<file path="config.mk">
export PLATFORM = sky130hd
export DESIGN_NAME = ccrb_reg_bank
export DESIGN_NICKNAME = d
export VERILOG_FILES = /design/src/verilog/ccrb_byte_reg.v /design/src/verilog/ccrb_reg_bank.v
export VERILOG_INCLUDE_DIRS = /design/src /design/src/verilog
export SDC_FILE = /design/constraint.sdc
export NUM_CORES = 1
export LEC_CHECK = 0
export BUFFER_PORTS_ARGS = -buffer_cell sky130_fd_sc_hd__buf_4
export CORE_MARGIN = 5
export CORE_UTILIZATION = 40
export CTS_CLUSTER_SIZE = 16
export DETAILED_ROUTE_END_ITERATION = 8
export REMOVE_ABC_BUFFERS = 1
export SYNTH_ARGS = -nofsm -noshare
export SYNTH_HDL_FRONTEND = slang
export SYNTH_SLANG_ARGS = --single-unit
</file>
<file path="constraint.sdc">
create_clock -name ref_clk -period 4.1 [get_ports ref_clk]
set_clock_uncertainty 0.1 [all_clocks]
set_input_delay 0.205 -clock ref_clk [delete_from_list [all_inputs] [get_ports ref_clk]]
set_output_delay 0.205 -clock ref_clk [all_outputs]
set_load 0.05 [all_outputs]
</file>
<file path="src/verilog/ccrb_regs.vh">
// offsets, reset values and field positions of the converter config bank
`ifndef CCRB_REGS_VH
`define CCRB_REGS_VH

`define CCRB_ADDR_W            8
`define CCRB_DATA_W            8
`define CCRB_NUM_BYTE_REGS     14

`define CCRB_FS_HI_OFF         8'h32
`define CCRB_FS_LO_OFF         8'h33
`define CCRB_REF_BYP_OFF       8'h38
`define CCRB_TSTAMP_OFF        8'h3B
`define CCRB_PREEMPH_OFF       8'h48
`define CCRB_SER_LAST_OFF      8'h5F
`define CCRB_INSEL_OFF         8'h60
`define CCRB_CAL_EN_OFF        8'h61
`define CCRB_CALIBRATION_CONFIG_ZERO_OFF      8'h62
`define CCRB_CAL_STATE_OFF     8'h6A
`define CCRB_CAL_PIN_OFF       8'h6B
`define CCRB_CAL_TRIG_OFF      8'h6C
`define CCRB_LOW_POWER_BACKGROUND_CALIBRATION_OFF        8'h6E
`define CCRB_CAL_WEN_OFF       8'h70
`define CCRB_CAL_WORD_OFF      8'h71
`define CCRB_GAIN_A_OFF        8'h7A
`define CCRB_GAIN_B_OFF        8'h7B
`define CCRB_CAL_LAST_OFF      8'hFF

`define CCRB_FS_RESET          16'hA000
`define CCRB_FS_MIN_RECOMMEND  16'h2000
`define CCRB_ZERO_RESET        8'h00
`define CCRB_ONE_RESET         8'h01
`define CCRB_LOW_POWER_BACKGROUND_CALIBRATION_RESET      8'h88
`define CCRB_UNDEF_RESET       8'h00

`define CCRB_REF_BYP_BIT       0
`define CCRB_TS_RECV_BIT       0
`define CCRB_TS_LVPECL_BIT     1
`define CCRB_PREEMPH_MSB       3
`define CCRB_PREEMPH_LSB       0
`define CCRB_CAL_WEN_BIT       0

`endif

</file>
<file path="src/verilog/ccrb_byte_reg.v">
// one read-write byte register with address match and reset value
module ccrb_byte_reg #(
  parameter [7:0] REG_ADDR  = 8'h00,
  parameter [7:0] RESET_VAL = 8'h00
) (
  input  wire       ref_clk,
  input  wire       rst,
  input  wire       wrEn,
  input  wire [7:0] addr,
  input  wire [7:0] wrData,
  output wire       hit,
  output wire [7:0] value
);

  reg  [7:0] value_reg;
  wire [7:0] value_next;

  assign hit        = (addr == REG_ADDR);
  assign value_next = (wrEn && hit) ? wrData : value_reg;
  assign value      = value_reg;

  always @(posedge ref_clk) begin
    if (rst) begin
      value_reg <= RESET_VAL;
    end else begin
      value_reg <= value_next;
    end
  end

endmodule // ccrb_byte_reg

</file>
<file path="src/verilog/ccrb_reg_bank.v">
// converter configuration register bank with a plain register port
// Functional notes
// - second input full-scale code is 16-bit read-write, reset 0xA000.
// - reference bypass 0x038 resets zero; bit 0 selects core supply rail.
// - timestamp control 0x03B bit 1 selects low-voltage PECL, resets zero.
// - timestamp control bit 0 enables receiver; bits 7 to 2 reset zero.
// - pre-emphasis 0x048 bits 3:0 drive all 4 serial lanes together.
// - serializer group spans 0x048-0x05F; only pre-emphasis is defined.
// - calibration group spans 0x060-0x0FF; unassigned addresses reserved.
// - input selector, calibration enable and config zero reset to 0x01.
// - calibration status register sits at 0x06A.
// - calibration pin setup 0x06B resets 0x00; trigger 0x06C resets 0x01.
// - low-power background calibration at 0x06E resets to 0x88.
// - word access enable 0x070 resets 0x00; word port sits at 0x071.
// - channel A and B gain adjust registers at 0x07A and 0x07B.
// - full-scale code occupies byte addresses 0x032 and 0x033.
//
// The address-and-strobe port was chosen for this implementation.
`include "ccrb_regs.vh"

module ccrb_reg_bank (
  input  wire        ref_clk,
  input  wire        rst,
  input  wire [7:0]  addr,
  input  wire [7:0]  wrData,
  input  wire        wrEn,
  input  wire        rdEn,
  output wire [7:0]  rdData,
  output wire [15:0] secondInputFullscaleCode,
  output wire        fullscaleBelowRecommended,
  output wire        referenceBypassBit,
  output wire        timestampReceiverEnable,
  output wire        timestampLowVoltagePeclSelect,
  output wire [15:0] lanePreemphasisLevel,
  output wire [7:0]  inputSelector,
  output wire [7:0]  calibrationEnable,
  output wire [7:0]  calibrationConfigZero,
  output wire [7:0]  calibrationPinSetup,
  output wire [7:0]  calibrationSwTrigger,
  output wire [7:0]  lowPowerBackgroundCalibration,
  output wire        calibrationWordAccessEnable,
  output wire [7:0]  channelAGainAdjust,
  output wire [7:0]  channelBGainAdjust,
  input  wire [7:0]  calibrationStateIn,
  input  wire [7:0]  calibrationWordIn,
  output wire [7:0]  calibrationWordOut,
  output wire        calibrationWordWrite,
  output wire        calibrationWordRead
);

  localparam NREG = `CCRB_NUM_BYTE_REGS;
  // high byte lives at the lower address, so it takes the lower entry
  localparam [15:0] FS_RESET = `CCRB_FS_RESET;

  // register index order, low index in the low byte of each vector
  localparam [8*NREG-1:0] REG_ADDRS = {
    `CCRB_GAIN_B_OFF,   `CCRB_GAIN_A_OFF,   `CCRB_CAL_WEN_OFF,
    `CCRB_LOW_POWER_BACKGROUND_CALIBRATION_OFF,   `CCRB_CAL_TRIG_OFF, `CCRB_CAL_PIN_OFF,
    `CCRB_CALIBRATION_CONFIG_ZERO_OFF, `CCRB_CAL_EN_OFF,   `CCRB_INSEL_OFF,
    `CCRB_PREEMPH_OFF,  `CCRB_TSTAMP_OFF,   `CCRB_REF_BYP_OFF,
    `CCRB_FS_LO_OFF,    `CCRB_FS_HI_OFF
  };

  localparam [8*NREG-1:0] REG_RESETS = {
    `CCRB_UNDEF_RESET,  `CCRB_UNDEF_RESET,  `CCRB_ZERO_RESET,
    `CCRB_LOW_POWER_BACKGROUND_CALIBRATION_RESET, `CCRB_ONE_RESET,    `CCRB_ZERO_RESET,
    `CCRB_ONE_RESET,    `CCRB_ONE_RESET,    `CCRB_ONE_RESET,
    `CCRB_ZERO_RESET,   `CCRB_ZERO_RESET,   `CCRB_ZERO_RESET,
    FS_RESET[7:0],      FS_RESET[15:8]
  };

  localparam IDX_FS_HI   = 0;
  localparam IDX_FS_LO   = 1;
  localparam IDX_REF_BYP = 2;
  localparam IDX_TSTAMP  = 3;
  localparam IDX_PREEMPH = 4;
  localparam IDX_INSEL   = 5;
  localparam IDX_CAL_EN  = 6;
  localparam IDX_CFG0    = 7;
  localparam IDX_PIN     = 8;
  localparam IDX_TRIG    = 9;
  localparam IDX_LP      = 10;
  localparam IDX_WEN     = 11;
  localparam IDX_GAIN_A  = 12;
  localparam IDX_GAIN_B  = 13;

  wire [8*NREG-1:0] regValues;
  wire [NREG-1:0]   regHits;
  wire [7:0]        stateHold_next;
  wire              wordPortHit;
  wire              stateHit;
  wire              wordAccessOn;
  reg  [7:0]        readMux;
  reg  [7:0]        rdData_reg;
  reg  [7:0]        stateHold_reg;
  reg  [7:0]        wordOut_reg;
  reg               wordWrite_reg;
  reg               wordRead_reg;
  integer           k;

  // each byte register decodes its own address, so reserved ones never latch
  genvar g;
  generate
    for (g = 0; g < NREG; g = g + 1) begin : gen_regs
      ccrb_byte_reg #(
        .REG_ADDR  (REG_ADDRS[8*g +: 8]),
        .RESET_VAL (REG_RESETS[8*g +: 8])
      ) u_reg (
        .ref_clk (ref_clk),
        .rst     (rst),
        .wrEn    (wrEn),
        .addr    (addr),
        .wrData  (wrData),
        .hit     (regHits[g]),
        .value   (regValues[8*g +: 8])
      );
    end
  endgenerate

  // high byte at the lower address, low byte right after it
  assign secondInputFullscaleCode = {regValues[8*IDX_FS_HI +: 8],
                                     regValues[8*IDX_FS_LO +: 8]};
  // status hint only; the bank stores whatever software writes
  assign fullscaleBelowRecommended =
    (secondInputFullscaleCode < `CCRB_FS_MIN_RECOMMEND);

  assign referenceBypassBit =
    regValues[8*IDX_REF_BYP + `CCRB_REF_BYP_BIT];
  assign timestampReceiverEnable =
    regValues[8*IDX_TSTAMP + `CCRB_TS_RECV_BIT];
  assign timestampLowVoltagePeclSelect =
    regValues[8*IDX_TSTAMP + `CCRB_TS_LVPECL_BIT];

  // one 4-bit field fans out to all four lanes of the 16-bit output
  generate
    for (g = 0; g < 16; g = g + 1) begin : gen_lanes
      assign lanePreemphasisLevel[g] =
        regValues[8*IDX_PREEMPH + `CCRB_PREEMPH_LSB + (g % 4)];
    end
  endgenerate

  assign inputSelector                 = regValues[8*IDX_INSEL +: 8];
  assign calibrationEnable             = regValues[8*IDX_CAL_EN +: 8];
  assign calibrationConfigZero         = regValues[8*IDX_CFG0 +: 8];
  assign calibrationPinSetup           = regValues[8*IDX_PIN +: 8];
  assign calibrationSwTrigger          = regValues[8*IDX_TRIG +: 8];
  assign lowPowerBackgroundCalibration = regValues[8*IDX_LP +: 8];
  assign channelAGainAdjust            = regValues[8*IDX_GAIN_A +: 8];
  assign channelBGainAdjust            = regValues[8*IDX_GAIN_B +: 8];

  assign wordAccessOn = regValues[8*IDX_WEN + `CCRB_CAL_WEN_BIT];
  assign calibrationWordAccessEnable = wordAccessOn;

  assign wordPortHit = (addr == `CCRB_CAL_WORD_OFF);
  assign stateHit    = (addr == `CCRB_CAL_STATE_OFF);

  // status is sampled every cycle so the read shows a stable copy
  assign stateHold_next = calibrationStateIn;

  // reserved addresses in 0x049-0x05F and 0x060-0x0FF fall to zero
  always @* begin
    readMux = 8'h00;
    for (k = 0; k < NREG; k = k + 1) begin
      if (regHits[k]) begin
        readMux = regValues[8*k +: 8];
      end
    end
    if (stateHit) begin
      readMux = stateHold_reg;
    end
    if (wordPortHit && wordAccessOn) begin
      readMux = calibrationWordIn;
    end
  end

  always @(posedge ref_clk) begin
    if (rst) begin
      rdData_reg    <= 8'h00;
      stateHold_reg <= 8'h00;
      wordOut_reg   <= 8'h00;
      wordWrite_reg <= 1'b0;
      wordRead_reg  <= 1'b0;
    end else begin
      // read data stand for exactly one cycle
      rdData_reg    <= rdEn ? readMux : 8'h00;
      stateHold_reg <= stateHold_next;
      wordWrite_reg <= wrEn && wordPortHit && wordAccessOn;
      wordRead_reg  <= rdEn && wordPortHit && wordAccessOn;
      if (wrEn && wordPortHit && wordAccessOn) begin
        wordOut_reg <= wrData;
      end
    end
  end

  assign rdData               = rdData_reg;
  assign calibrationWordOut   = wordOut_reg;
  assign calibrationWordWrite = wordWrite_reg;
  assign calibrationWordRead  = wordRead_reg;

endmodule // ccrb_reg_bank

</file>
==> qor.yml, run 1 <==
design.die.area_um2: 19250
die_x_um: 138.8
ys_seq_elements: 138
timing.max_slew.rel_slack: 0.3136
cts_inserted_buffers: 17
cts_tree: "done"
layout-area-overhead-vs-synth_pct: 26.34
multiInputGateArea_um2: 3460
ctsHtreeMaxLevel: 4
num_antenna_cells: 0
finalWirelength_um: 24300
period_minus_slack_ns: 2.619
worst-r2r-setup-slack_ns: 1.93
grt_max_degree: 68
use_met2: 0.3834
totalNegativeSetupSlack_ns: 0
cells_traversed_along_the_worst_timing_path: "buf_4, or2_1, nor3_4, a22o_1, a21oi_1, o221ai_1, o2111ai_1, a21oi_1, dlygate4sd3_1"
wl_per_cell_um: 20.66
detailroute.via_count: 6531
placed_cells: 1135
start_util: 0.4042
drive_gt1_frac: 0.2270
p_total_mw: 2.971
portion_of_the_post_synthesis_area_used_by_sequential_elements: 0.4166
vdd_drop_max_mv: 0.2929
pwr-share-clk: 0.467
detail_route.drc_violations: 0
postSynth.topFlopCell: "sky130_fd_sc_hd__dfxtp_1"
hp-start: "calibrationWordIn[7]"
final.fill_count: 1580
chipHeight_um: 138.8
cts-resized-gates: 0
hold_path_depth: 3
drt-pass1-iter-count: 5
pre_cts_slack_ns: 1.566
row_count: 47
rr_endpoint: "rdData[1]$_SDFF_PP0_"
timing_max_transition_violations_final: 0
mapped_avg_cell_area_um2: 8.009
globalRoute.totalOverflow: 0
place.port_buffers: 154
cts_buffer_depth: 2
outcome: "finished, final reports clean"
timing.critical_path.slowest_stage_cell: "sky130_fd_sc_hd__dlygate4sd3_1"
crit_family: "simple AND/OR/NAND/NOR gates"
number_of_enable_flip_flop_cells_after_synthesis: 0
sw_frac_of_total: 0.2418
route.detailed.vias_per_inst: 5.554
drt_iter0_markers: 649
place_hpwl_um: 16740
cp_num_buf_inv: 2
cell_internal_pwr_mw: 2.252
cpPeakStageDelay_ns: 0.55
worstSetupPathType: "in2reg"
finalInstanceArea_um2: 8378
crit_path_max_fanout: 51
instances_no_fill: 1176
ys.warnings.count: 0
cts.clk_slew.worst_paths_ns: 0.05
area_taken_by_flip_flops_and_latches_um2: 2763
setup_viol_count_final: 0
worst_hold_path.endpoint: "rdData[7]$_SDFF_PP0_"
hold_violations: 0
power_switching_uw: 718.2
critPathRequiredTime_ns: 4.37
crit_top_cell: "sky130_fd_sc_hd__a21oi_1"
power_frac_comb: 0.078
regToRegStartpoint: "gen_regs[8].u_reg.value[1]$_SDFFE_PP0P_"
hold_path.class: "in2reg"
power.static_leakage_nw: 3.228
gp_congestion: 0.9586
synth-async-reset-ratio: 0
ioPinCount: 155
reg2regPathDepth: 7
postLayoutCoreUtil: 0.5106
rsz0062_at_grt: "no"
global_route_usage_over_all_layers: 0.2476
nets: 982
global_route_wire_length_before_repair_um: 37460
cp-start-kind: "input port"
seqPwrFrac: 0.455
clockRootBuffer: "sky130_fd_sc_hd__clkbuf_16"
timing.final.crit_share: 0.6387
global_route.usage.met3: 0.05000
end_kind: "register"
worst_skew_pair.late_latency_ns: 0.43
synthesis.instances: 828
worst_pin_slew_ns: 1.022
power_density_over_the_cells_nw_per_um2: 354.6
synth_cell_type_count: 60
cts_sinks: 138
global_route.peak_usage_layer: "met2"
achievable-frequency_ghz: 0.3818
place_area_um2: 7747
ant_nets: 0
syn_area_um2: 6631
largest_reg_flops: 112
drv_cap: 0
worst_hold_margin_ns: 0.02455
number_of_antenna_violations_at_the_first_check_in_global_routing: 0
use_met1: 0.3359
core_region_area_um2: 16410
fin_ws_ns: 1.481
first_global_vias: 6290
crit_arrival_ns: 2.89
-- Yosys cell counts, drive strengths merged, types with 2 or more instances --
cell | n | share of area
a211o | 2 | 0.0026
a21boi | 4 | 0.0045
a21o | 2 | 0.0023
a21oi | 115 | 0.087
a22o | 3 | 0.0040
a22oi | 16 | 0.019
a31oi | 4 | 0.0038
and2 | 4 | 0.0038
and3 | 2 | 0.0019
and4b | 2 | 0.0030
and4bb | 2 | 0.0038
buf | 43 | 0.040
clkbuf | 33 | 0.019
dfxtp | 138 | 0.42
inv | 7 | 0.0040
mux2 | 6 | 0.010
mux2i | 55 | 0.083
nand2 | 137 | 0.078
nand2b | 8 | 0.0079
nand3 | 41 | 0.031
nand4 | 6 | 0.0066
nor2 | 78 | 0.046
nor2b | 13 | 0.012
nor3 | 18 | 0.022
o21ai | 39 | 0.030
o21bai | 4 | 0.0045
o22ai | 21 | 0.021
o2bb2ai | 4 | 0.0053
o31ai | 2 | 0.0030
or2 | 2 | 0.0019
or3 | 2 | 0.0019
-- per-layer routing --
metal	wire length, um	vias up	share of wire
met5	0	-	0
met4	854	0	0.035
met3	1844	59	0.076
met2	10890	306	0.45
met1	10710	3037	0.44
li1	-	3129	-
-- worst min-delay path: stages --
cell and delay [ns]:
sky130_fd_sc_hd__buf_4 0.08, sky130_fd_sc_hd__a222oi_1 0.09, sky130_fd_sc_hd__a21oi_1 0.14
-- timing repair --
| action | CTS | global route |
|---|---|---|
| buffers inserted | 0 | 0 |
| hold buffers | 12 | 0 |
| hold endpoints to repair | 12 | 0 |
-- how the worst max path moves through the flow --
stage / startpoint / to / slack [ns] / cells after the start
after floorplan: gen_regs[4].u_reg.value[1]$_SDFFE_PP0P_ / rdData[1]$_SDFF_PP0_ / 1.57 / 5
after global placement: addr[0] / gen_regs[13].u_reg.value[2]$_SDFFE_PP0P_ / 1.59 / 6
after detailed placement: addr[0] / gen_regs[13].u_reg.value[5]$_SDFFE_PP0P_ / 1.57 / 6
after CTS: addr[0] / rdData[1]$_SDFF_PP0_ / 1.50 / 9
after global routing: addr[0] / rdData[1]$_SDFF_PP0_ / 1.31 / 9
final: addr[0] / rdData[1]$_SDFF_PP0_ / 1.48 / 9
-- final cells by class --
type | instances | share of cell area
multi-input combinational | 607 | 0.4129
sequential | 138 | 0.3297
timing repair buffer | 175 | 0.1604
clock buffer | 25 | 0.05556
tap | 220 | 0.03286
clock inverter | 4 | 0.005376
inverter | 7 | 0.003136
-- power by group through the flow --
| stage | logic [mW] | clock network (mW) | registers (mW) |
|---|---|---|---|
| after floorplan | 0.0736 | 0 | 1.38 |
| after global placement | 0.219 | 0 | 1.38 |
| after detailed placement | 0.218 | 0 | 1.38 |
| after CTS | 0.227 | 1.41 | 1.35 |
| after global routing | 0.246 | 1.46 | 1.35 |
| final | 0.232 | 1.39 | 1.35 |
-- placed cells by master (no fill, tap or decap), types with 15 or more instances in the layout --
| cell | netlist | routed |
|---|---|---|
| sky130_fd_sc_hd__a21oi_1 | 114 | 114 |
| sky130_fd_sc_hd__o22ai_1 | 20 | 20 |
| sky130_fd_sc_hd__clkbuf_16 | 0 | 17 |
| sky130_fd_sc_hd__a22oi_1 | 15 | 15 |
| sky130_fd_sc_hd__nand3_1 | 41 | 41 |
| sky130_fd_sc_hd__nor2_1 | 74 | 74 |
| sky130_fd_sc_hd__nand2_1 | 137 | 137 |
| sky130_fd_sc_hd__dfxtp_1 | 138 | 138 |
| sky130_fd_sc_hd__o21ai_0 | 38 | 38 |
| sky130_fd_sc_hd__mux2i_1 | 55 | 55 |
| sky130_fd_sc_hd__buf_4 | 16 | 163 |
-- cells by family (layout without fill, tap and decap cells) --
family | after synthesis | count (layout) | share of synthesized area
DFF | 138 | 138 | 0.4166
muxes | 61 | 61 | 0.09321
AOI/OAI and AO/OA | 225 | 225 | 0.1989
and+or+nand+nor | 321 | 321 | 0.2287
buffers and inverters | 83 | 211 | 0.06264
(Power assumes the default switching activity.)
==> inputs of run 2 (changes only) <==
Clock period 4.1 ns to 2.1 ns, I/O delays scaled along.
==> run 2 against run 1 <==
Setup slack lost 1.2 ns. Non-clock buffer count grew 52. Clock power grew 140%. Critical endpoint is now rdData[6]$_SDFF_PP0_. Largest power group unchanged.
==> qor.yml, run 2 (same netlist as run 1, synthesis figures left out) <==
detailroute.via_count: 6788
route.detailed.vias_per_inst: 5.514
drt-pass1-iter-count: 7
power_frac_comb: 0.078
number_of_antenna_violations_at_the_first_check_in_global_routing: 0
power_density_over_the_cells_nw_per_um2: 718.9
cell_internal_pwr_mw: 4.976
power_switching_mw: 1.481
hold_violations: 0
fin_ws_ns: 0.2320
crit_path_max_fanout: 8
ctsHtreeMaxLevel: 4
worst-r2r-setup-slack_ns: 0.23
worst_hold_path.endpoint: "rdData[2]$_SDFF_PP0_"
cts_inserted_buffers: 17
outcome: "finished, final reports clean"
crit_arrival_ns: 2.08
placed_cells: 1171
cts.clk_slew.worst_paths_ns: 0.06
global_route_wire_length_before_repair_um: 38120
finalInstanceArea_um2: 8981
ioPinCount: 155
place_hpwl_um: 17500
reg2regPathDepth: 4
final.fill_count: 1568
mostFrequentLayoutCell: "sky130_fd_sc_hd__buf_4"
hp-start: "rst"
detail_route.drc_violations: 0
layout.cells.most_common_list: "196 x sky130_fd_sc_hd__buf_4, 138 x sky130_fd_sc_hd__dfxtp_1, 137 x sky130_fd_sc_hd__nand2_1"
chipHeight_um: 138.8
cts_tree: "done"
row_count: 47
num_antenna_cells: 0
vdd_drop_max_mv: 0.5478
finalWirelength_um: 24800
nets: 1034
first_global_vias: 6587
hold_path_depth: 4
gp_congestion: 0.9433
worst_skew_pair.late_latency_ns: 0.43
place.port_buffers: 154
rsz0062_at_grt: "no"
hold_path.class: "in2reg"
postLayoutCoreUtil: 0.5474
cts_sinks: 138
place_area_um2: 8049
worst_pin_slew_ns: 0.5560
pwr-share-clk: 0.513
end_kind: "register"
core_region_area_um2: 16410
sw_frac_of_total: 0.2294
timing_max_transition_violations_final: 0
achievable-frequency_ghz: 0.5353
setup_viol_count_final: 0
critPathRequiredTime_ns: 2.31
drt_iter0_markers: 569
worstSetupPathType: "reg2reg"
regToRegStartpoint: "gen_regs[11].u_reg.value[0]$_SDFFE_PP0P_"
layout-area-overhead-vs-synth_pct: 35.43
power.static_leakage_nw: 3.553
cts_buffer_depth: 2
ant_nets: 0
cp-start-kind: "register"
timing.final.crit_share: 0.8895
wl_per_cell_um: 20.15
drive_gt1_frac: 0.2582
rr_endpoint: "rdData[6]$_SDFF_PP0_"
clockRootBuffer: "sky130_fd_sc_hd__clkbuf_16"
die_x_um: 138.8
p_total_mw: 6.457
drv_cap: 0
seqPwrFrac: 0.408
grt_max_degree: 124
start_util: 0.4042
pre_cts_slack_ns: 0.1015
globalRoute.totalOverflow: 0
design.die.area_um2: 19250
largest_reg_flops: 112
period_minus_slack_ns: 1.868
timing.max_slew.rel_slack: 0.6293
instances_no_fill: 1231
global_route_usage_over_all_layers: 0.2517
## run 2: cell count changes in the layout (fill, tap and decap cells not counted), moves of 2 or more
cell                            before  now
sky130_fd_sc_hd__buf_12              0    3
sky130_fd_sc_hd__clkbuf_1            7    1
sky130_fd_sc_hd__bufinv_16           1    5
sky130_fd_sc_hd__buf_4             163  196
sky130_fd_sc_hd__clkinv_4            0    2
sky130_fd_sc_hd__dlygate4sd3_1      12   28
## run 2: area by class of cell
cell class | instances | area, um2 | share of cell area
inverters | 7 | 26.28 | 0.002926
clock inverters | 12 | 195.2 | 0.02173
repair buffers | 227 | 1812 | 0.2017
well taps | 220 | 275.3 | 0.03065
multi-input cells | 607 | 3453 | 0.3845
flip-flops and latches | 138 | 2763 | 0.3076
clock buffers | 20 | 456.7 | 0.05085
## run 2: per-layer routing
metal / global-route usage / share of wire / routed length, um / vias to the layer above
met2: 0.3995 / 0.47 / 11540 / 301
met3: 0.04483 / 0.066 / 1635 / 44
met4: 0.09372 / 0.028 / 685 / 0
met1: 0.3438 / 0.44 / 10940 / 3206
met5: 0 / 0 / 0 / -
li1: - / - / - / 3237
## run 2: what timing repair did
item                                   in CTS  in global routing
gates resized for setup                     0                  0
setup buffers                               0                  0
hold buffers                               28                  0
endpoints found under the hold margin      88                  0
## run 2: critical path: stages, from the launching register on
cell	delay, ns
sky130_fd_sc_hd__dfxtp_1	0.40
sky130_fd_sc_hd__nand4_1	0.29
sky130_fd_sc_hd__o21ai_0	0.31
sky130_fd_sc_hd__dlygate4sd3_1	0.59
sky130_fd_sc_hd__o2bb2ai_1	0.06
## run 2: worst max path at each step
stage	start	endpoint	slack [ns]	cells past startpoint
final	gen_regs[11].u_reg.value[0]$_SDFFE_PP0P_	rdData[6]$_SDFF_PP0_	0.23	4
after global routing	gen_regs[11].u_reg.value[0]$_SDFFE_PP0P_	rdData[6]$_SDFF_PP0_	0.07	4
after floorplan	gen_regs[4].u_reg.value[1]$_SDFFE_PP0P_	rdData[1]$_SDFF_PP0_	-0.43	5
after CTS	gen_regs[11].u_reg.value[0]$_SDFFE_PP0P_	rdData[6]$_SDFF_PP0_	0.22	4
after detailed placement	addr[3]	rdData[0]$_SDFF_PP0_	0.10	8
after global placement	addr[3]	rdData[0]$_SDFF_PP0_	0.12	8
## run 2: per-stage QoR
stage          hold WS, ns  setup TNS (ns)
2_1_floorplan      0.07407          -1.329
3_3_place_gp        0.2198               0
3_5_place_dp        0.2238               0
4_1_cts           0.003634               0
5_1_grt            0.03813               0
6_report           0.02494               0
## run 2: power by group through the flow
| stage | clock network, mW | registers, mW | logic, mW |
|---|---|---|---|
| final | 3.32 | 2.64 | 0.505 |
| after global routing | 3.48 | 2.64 | 0.539 |
| after CTS | 3.36 | 2.64 | 0.498 |
| after detailed placement | 0 | 2.69 | 0.455 |
| after global placement | 0 | 2.69 | 0.459 |
| after floorplan | 0 | 2.70 | 0.144 |
